`src/pdc_pkg.sv`:
```
// shared constants for the pll divider configuration logic
package pdc_pkg;
   localparam int unsigned REF_DIV         = 16;
   localparam int unsigned LOOP_W          = 9;
   localparam int unsigned ODIV_W          = 2;
   localparam int unsigned PROBE_W         = 3;
   localparam int unsigned SHIFT_W         = 14;
   localparam int unsigned PROBE_MSB_POS   = 13;
   localparam int unsigned ODIV_MSB_POS    = 10;
   localparam int unsigned LOOP_MSB_POS    = 8;
   localparam logic [2:0] PROBE_RST        = 3'h0;
   localparam logic [2:0] PROBE_BYPASS     = 3'h6;
   localparam logic [2:0] PROBE_REF        = 3'h2;
   localparam logic [2:0] PROBE_LOOP       = 3'h3;
   localparam logic [2:0] PROBE_OUT        = 3'h4;
   localparam logic [2:0] PROBE_OUT4       = 3'h7;
   localparam logic [2:0] PROBE_SHIFT      = 3'h0;
   localparam logic [2:0] PROBE_HIGH       = 3'h1;
   localparam logic [8:0] LOOP_RST         = 9'h0C8;
   localparam logic [1:0] ODIV_RST         = 2'h0;
   localparam logic [13:0] SHIFT_RST       = 14'h0000;
   localparam logic [8:0] LOOP_MIN_LOCK    = 9'h0C8;
   localparam logic [8:0] LOOP_MAX_LOCK    = 9'h190;
   typedef enum logic [1:0] {PDC_RUN = 2'h0, PDC_BYP = 2'h1} pdc_mode_e;
endpackage

```
`src/pdc_config.sv`:
```
// pll divider configuration logic with reference, loop and output dividers
`timescale 1ns/1ps
// Contract
// - crystal reference divided by sixteen to form phase detector reference.
// - vco runs at loop divisor times divided reference; loop divider to detector.
// - output divider ratio 1,2,4,8 for select 00,01,10,11.
// - output divider gives 50% duty cycle at ratios 2,4,8; ratio 1 passes the source through with its own duty.
// - rising parallel strobe captures loop divisor and output select.
// - parallel strobe low makes parallel latches transparent.
// - parallel path overrides serial; serial loads only with strobe high.
// - 14-bit shift register shifts one bit per serial clock rise.
// - stream order probe select, output select, loop divisor.
// - each field sent most significant bit first.
// - serial latch falling edge with strobe high transfers shift register.
// - parallel strobe low forces probe select to 000.
// - probe output shows node chosen by probe select, serial only.
// - probe select 110 bypasses pll, serial clock feeds both dividers.
module pdc_config
   import pdc_pkg::*;
(
   input  wire logic                      clk_sys,
   input  wire logic                      sys_rst,
   input  wire logic                      clkEn,
   input  wire logic                      crystalRef,
   input  wire logic                      vcoClk,
   input  wire logic                      parallelLoadStrobe,
   input  wire logic [pdc_pkg::LOOP_W-1:0] loopDivisorIn,
   input  wire logic [pdc_pkg::ODIV_W-1:0] outputDivideSelectIn,
   input  wire logic                      serialShiftClock,
   input  wire logic                      serialDataIn,
   input  wire logic                      serialLatchStrobe,
   output logic                           refClk,
   output logic                           loopFeedback,
   output logic                           synthOut,
   output logic                           probeOut,
   output logic [pdc_pkg::LOOP_W-1:0]     loopDivisor,
   output logic [pdc_pkg::ODIV_W-1:0]     outputDivideSelect,
   output logic [pdc_pkg::PROBE_W-1:0]    probeSelect
);
   import pdc_pkg::*;

   typedef struct packed {
      logic [1:0]  plsSync;
      logic [1:0]  sclkSync;
      logic [1:0]  sdatSync;
      logic [1:0]  slatSync;
      logic [1:0]  xtalSync;
      logic [1:0]  vcoSync;
      logic        plsPrev;
      logic        sclkPrev;
      logic        slatPrev;
      logic        xtalPrev;
      logic        srcPrev;
      logic [3:0]  refCnt;
      logic        refOut;
      logic [8:0]  loopCnt;
      logic        loopOut;
      logic [2:0]  outCnt;
      logic        synth;
      logic        probe;
      logic [13:0] shift;
      logic [8:0]  loopDiv;
      logic [1:0]  odivSel;
      logic [2:0]  probeSel;
      pdc_mode_e   mode;
   } pdc_state_s;

   pdc_state_s stQ;
   pdc_state_s stD;

   // toggle counter terminal count for a select code
   function automatic logic [2:0] odivTop(input logic [1:0] sel);
      case (sel)
         2'h0:    odivTop = 3'h0;
         2'h1:    odivTop = 3'h0;
         2'h2:    odivTop = 3'h1;
         default: odivTop = 3'h3;
      endcase
   endfunction

   logic pls;
   logic sclk;
   logic sdat;
   logic slat;
   logic src;
   logic srcRise;

   always_comb
   begin
      stD = stQ;
      pls = stQ.plsSync[1];
      sclk = stQ.sclkSync[1];
      sdat = stQ.sdatSync[1];
      slat = stQ.slatSync[1];
      src = (stQ.mode == PDC_BYP) ? sclk : stQ.vcoSync[1];
      srcRise = src & ~stQ.srcPrev;
      stD.plsSync = {stQ.plsSync[0], parallelLoadStrobe};
      stD.sclkSync = {stQ.sclkSync[0], serialShiftClock};
      stD.sdatSync = {stQ.sdatSync[0], serialDataIn};
      stD.slatSync = {stQ.slatSync[0], serialLatchStrobe};
      stD.xtalSync = {stQ.xtalSync[0], crystalRef};
      stD.vcoSync = {stQ.vcoSync[0], vcoClk};
      stD.plsPrev = pls;
      stD.sclkPrev = sclk;
      stD.slatPrev = slat;
      stD.xtalPrev = stQ.xtalSync[1];
      stD.srcPrev = src;
      // reference divider, toggle every 8 rises gives /16
      if (stQ.xtalSync[1] & ~stQ.xtalPrev)
      begin
         stD.refCnt = stQ.refCnt + 4'h1;
         if (stQ.refCnt == 4'(REF_DIV / 2 - 1))
         begin
            stD.refCnt = 4'h0;
            stD.refOut = ~stQ.refOut;
         end
      end
      // shift register, msb first into top field
      if (sclk & ~stQ.sclkPrev)
         stD.shift = {stQ.shift[12:0], sdat};
      if (!pls)
      begin
         stD.loopDiv = loopDivisorIn;
         stD.odivSel = outputDivideSelectIn;
         stD.probeSel = PROBE_RST;
      end
      else if (!stQ.plsPrev)
      begin
         stD.loopDiv = loopDivisorIn;
         stD.odivSel = outputDivideSelectIn;
      end
      else if (stQ.slatPrev & ~slat)
      begin
         stD.probeSel = stQ.shift[PROBE_MSB_POS -: 3];
         stD.odivSel = stQ.shift[ODIV_MSB_POS -: 2];
         stD.loopDiv = stQ.shift[LOOP_MSB_POS:0];
      end
      stD.mode = (stQ.probeSel == PROBE_BYPASS) ? PDC_BYP : PDC_RUN;
      // loop divider: one feedback pulse per loopDiv source rises
      if (srcRise)
      begin
         stD.loopCnt = stQ.loopCnt + 9'h1;
         stD.loopOut = 1'b0;
         if (stQ.loopCnt + 9'h1 >= stQ.loopDiv)
         begin
            stD.loopCnt = 9'h0;
            stD.loopOut = 1'b1;
         end
      end
      // output divider, pass-through at select 00, else toggle-based for 50% duty
      if (stQ.odivSel == 2'h0)
         stD.synth = src;
      else if (srcRise)
      begin
         stD.outCnt = stQ.outCnt + 3'h1;
         if (stQ.outCnt >= odivTop(stQ.odivSel))
         begin
            stD.outCnt = 3'h0;
            stD.synth = ~stQ.synth;
         end
      end
      case (stQ.probeSel)
         PROBE_SHIFT:  stD.probe = stQ.shift[SHIFT_W-1];
         PROBE_HIGH:   stD.probe = 1'b1;
         PROBE_REF:    stD.probe = stQ.refOut;
         PROBE_LOOP:   stD.probe = stQ.loopOut;
         PROBE_OUT:    stD.probe = stQ.synth;
         PROBE_BYPASS: stD.probe = stQ.loopOut;
         PROBE_OUT4:   stD.probe = stQ.outCnt[1];
         default:      stD.probe = 1'b0;
      endcase
      if (!pls)
         stD.probe = 1'b0;
   end

   always_ff @(posedge clk_sys)
   begin
      if (sys_rst)
      begin
         stQ <= '0;
         stQ.loopDiv <= LOOP_RST;
         stQ.odivSel <= ODIV_RST;
         stQ.probeSel <= PROBE_RST;
         stQ.shift <= SHIFT_RST;
         stQ.mode <= PDC_RUN;
      end
      else if (clkEn)
         stQ <= stD;
   end

   always_comb
   begin
      refClk = stQ.refOut;
      loopFeedback = stQ.loopOut;
      synthOut = stQ.synth;
      probeOut = stQ.probe;
      loopDivisor = stQ.loopDiv;
      outputDivideSelect = stQ.odivSel;
      probeSelect = stQ.probeSel;
   end

   property p_probe_forced;
      @(posedge clk_sys) disable iff (sys_rst)
      clkEn && !stQ.plsSync[1] |=> probeSelect == PROBE_RST;
   endproperty
   a_probe_forced: assert property (p_probe_forced)
      else $error("probe select not forced low");

   property p_serial_load;
      @(posedge clk_sys) disable iff (sys_rst)
      clkEn && stQ.plsSync[1] && stQ.plsPrev && stQ.slatPrev
         && !stQ.slatSync[1]
      |=> loopDivisor == $past(stQ.shift[8:0])
         && probeSelect == $past(stQ.shift[13:11]);
   endproperty
   a_serial_load: assert property (p_serial_load)
      else $error("serial transfer wrong");

   property p_hold;
      @(posedge clk_sys) disable iff (sys_rst)
      clkEn && stQ.plsSync[1] && stQ.plsPrev
         && !(stQ.slatPrev && !stQ.slatSync[1])
      |=> $stable(loopDivisor) && $stable(probeSelect);
   endproperty
   a_hold: assert property (p_hold)
      else $error("active values changed while shifting");

   property p_par_capture;
      @(posedge clk_sys) disable iff (sys_rst)
      clkEn && !stQ.plsSync[1]
      |=> loopDivisor == $past(loopDivisorIn);
   endproperty
   a_par_capture: assert property (p_par_capture)
      else $error("parallel latch not transparent");

   property p_shift;
      @(posedge clk_sys) disable iff (sys_rst)
      clkEn && stQ.sclkSync[1] && !stQ.sclkPrev
      |=> stQ.shift[0] == $past(stQ.sdatSync[1]);
   endproperty
   a_shift: assert property (p_shift)
      else $error("shift register missed bit");

   property p_bypass;
      @(posedge clk_sys) disable iff (sys_rst)
      clkEn && probeSelect == PROBE_BYPASS |=> stQ.mode == PDC_BYP;
   endproperty
   a_bypass: assert property (p_bypass)
      else $error("bypass mode not entered");
endmodule

```
`config.mk`:
```
export PLATFORM = sky130hd
export DESIGN_NAME = pdc_config
export DESIGN_NICKNAME = d
export VERILOG_FILES = /design/src/pdc_pkg.sv /design/src/pdc_config.sv
export SDC_FILE = /design/constraint.sdc
export NUM_CORES = 1
export LEC_CHECK = 0
export ABC_AREA = 0
export BUFFER_PORTS_ARGS = -buffer_cell sky130_fd_sc_hd__buf_4
export CORE_MARGIN = 1.5
export CORE_UTILIZATION = 55
export CTS_CLUSTER_DIAMETER = 80
export DETAILED_ROUTE_END_ITERATION = 8
export GPL_TIMING_DRIVEN = 0
export PLACE_DENSITY_LB_ADDON = 0.15
export SLEW_MARGIN = 20
export SYNTH_ARGS = -nofsm -noshare
export SYNTH_HDL_FRONTEND = slang
export SYNTH_SLANG_ARGS = --single-unit
```
`constraint.sdc`:
```
create_clock -name clk_sys -period 6.58 [get_ports clk_sys]
set_input_delay 0.658 -clock clk_sys [delete_from_list [all_inputs] [get_ports clk_sys]]
set_output_delay 0.658 -clock clk_sys [all_outputs]
set_load 0.005 [all_outputs]
```
==> summary.md <==
| Metric | Value |
|---|---|
| Status | `completed` |
| Clock buffer depth | `2` |
| Final Wtd Congestion | `0.815` |
| Global route overflow | `0` |
| Post-synth cell types | `43` |
| Die area | `0.00635 sq mm` |
| CP Capture Type | `flop` |
| Max cap viols | `0` |
| Die Y | `79.7 um` |
| Synth Warn # | `0` |
| Area of the mapped netlist | `roughly 0.0032 sq mm` |
| Unrepaired setup endpoints after global routing | `false` |
| Most frequent cells in the layout | `nand2_1, dfxtp_1, buf_4` |
| Endpoints failing hold | `0` |
| Hold slack | `0.462 ns` |
| Number of flops mapped to enable cells by yosys | `0` |
| H-tree Lvls | `3` |
| Relative slew slack | `0.584` |
| TritonCTS Buffers | `9` |
| # diodes | `0` |
| Clk pin slew, worst setup/hold paths | `0.08 ns` |
| Worst path arrival time | `3.15 ns` |
| Cell taking the most area after synthesis | `dfxtp_1` |
| Dpl hpwl | `about 5.3 mm` |
| Global-route wire length before repair | `between 10 and 15 mm` |
| Antenna violations before repair | `0` |
| Avg Cell Area, Syn | `8.30 sq um` |
| DR iter-0 viols | `173` |
| Worst path required time | `6.83 ns` |
| Vias | `2798` |
| PwrDens | `215 mW/mm^2` |
| Area contributors post-synth | `dfxtp_1, nand2_1, a21oi_1` |
| Hold Crit Class | `reg2reg` |
| TritonCTS clock tree | `yes` |
| Register area share after synthesis | `0.408` |
| Clk sink count | `66` |
| Mean routed wirelength per cell | `approximately 14 um` |
| Slew Viols, Final | `0` |
| Syn Nets | `roughly 430` |
| Cells after Synth | `390` |
| Number of vias per cell | `5.43` |
| Crit Path Category | `reg2reg` |
| FFs w/ async S/R, synth | `0` |
| Core Region | `0.00561 sq mm` |
| Row Count | `27` |
| P_leak | `1.60 nW` |
| I/O pin cnt | `38` |
| Final setup viols | `0` |
| Chip width | `79.7 um` |
| Layout fillers | `485` |
| Layout cells sized above 1 | `0.178` |
| CTS Root Cell | `clkbuf_8` |
| Setup repair bufs after CTS | `0` |
| Setup Skew | `approximately 0.012 ns` |
| Hold-fix buffers at CTS | `0` |
| Largest net degree at the start of global routing | `13` |
| DR pass1 iterations | `4` |
| Resize count post-CTS | `0` |
| NumNets Final | `474` |
| Number of remaining DRC errors | `0` |
| Synth Flop Type | `dfxtp_1` |
| TNS Setup | `0 ns` |
| Crit-path max FO | `10` |
| Fmax | `0.345 GHz` |
| Antenna viol nets, final | `0` |
| Clk_lat worst skew | `~0.34 ns` |
| Least-Margin Pin Slew | `roughly 0.62 ns` |
| Kind of start point of the critical path | `flop` |
| Post-Layout Cell Count | `515` |
| Final WL | `7.17 mm` |
| Gr usage total | `0.243` |
| Min cycle time layout | `between 2 and 3 ns` |
| Starting Density | `0.577` |
| Maximum VDD drop | `between 0.00015 and 0.0002 V` |
| Placed cell count | `499` |
| Layout area overhead | `17.2%` |
| # port buffers | `37` |
| Crit share post-route | `0.440` |
| Vias in the first global route | `2531` |
| Post-synth top area share | `0.408` |
| Flops & latches, synth | `66` |
-- Yosys cell counts, types with 4 or more instances --
master	instances
a211o_1	5
nor2b_1	5
nand3_1	19
xor2_1	6
a311oi_1	8
mux2i_1	18
nand3b_1	5
ha_1	16
nor2_1	36
buf_2	5
clkbuf_1	13
nand2_1	66
o21ai_0	5
inv_1	15
nand2b_1	4
a21oi_1	40
buf_4	14
or3_1	5
dfxtp_1	66
-- per-layer routing --
layer  vias to the layer above  wire length (um)  GRT usage
li1                       1422                 -          -
met1                      1315              3290      0.311
met2                        54              3540      0.405
met3                         7               236     0.0514
met4                         0                97     0.0842
met5                         -                 0          0
-- where the power goes --
group          switching (W)  internal, W
combinational      0.0000406    0.0000404
clock               0.000155     0.000158
sequential        0.00000966     0.000410
total               0.000206     0.000609
-- sequential cells by signal, indices dropped and copies added (netlist names), 2 cells and up --
register and cells:
outputDivideSelect 2, loopDivisor 9, stQ 37, stD 7, probeSelect 3
-- worst paths after layout --
path / startpoint / cells past startpoint / endpoint / slack, ns
setup / recovery: stQ[36]$_SDFFE_PP0P_ / 10 / stQ[43]$_SDFFE_PP0P_ / 3.68
hold / removal: sdat$_SDFFE_PP0P_ / 2 / stQ[16]$_SDFFE_PP0P_ / 0.46
setup reg to reg: stQ[36]$_SDFFE_PP0P_ / 10 / stQ[43]$_SDFFE_PP0P_ / 3.68
hold reg to reg: sdat$_SDFFE_PP0P_ / 2 / stQ[16]$_SDFFE_PP0P_ / 0.46
-- final cells by class --
cell class,count,area [sq um],area share
buffer,34,186,0.0491
clock buffer,11,151,0.0399
clock inverter,5,37.5,0.00989
inverter,15,56.3,0.0148
multi-input combinational,275,1670,0.441
sequential,66,1320,0.348
tap,72,90.1,0.0237
timing repair buffer,37,278,0.0732
-- stage by stage --
| step | area, sq um | power [W] | setup slack [ns] | util |
|---|---|---|---|---|
| finish | 3790 | 0.000815 | 3.68 | 0.676 |
| global route | 3790 | 0.000853 | 3.47 | 0.676 |
| CTS | 3790 | 0.000823 | 3.68 | 0.676 |
| detailed placement | 3600 | 0.000511 | 3.71 | 0.643 |
| global placement | 3600 | 0.000509 | 3.78 | 0.643 |
| floorplan | 3240 | 0.000479 | 4.11 | - |
-- kinds of logic (layout without fill, tap and decap cells) --
family	after synthesis	after routing	share of synthesized area
mux	19	19	0.0591
xor+xnor	8	8	0.0216
buf+inv	49	102	0.0750
flops	66	66	0.408
fa+ha+maj	16	16	0.0618
simple gates	155	155	0.225
compound gates	77	77	0.149
-- worst max-delay path: stages (launching register included) --
cell,delay [ns]
dfxtp_1,0.42
ha_1,0.27
nand3_2,0.16
nor3_2,0.23
xor2_1,0.25
ha_1,0.30
a21oi_1,0.13
o21ai_1,0.08
a211o_1,0.41
or3b_1,0.40
a21oi_1,0.17
Note: power is estimated with default switching activity, not from simulation.
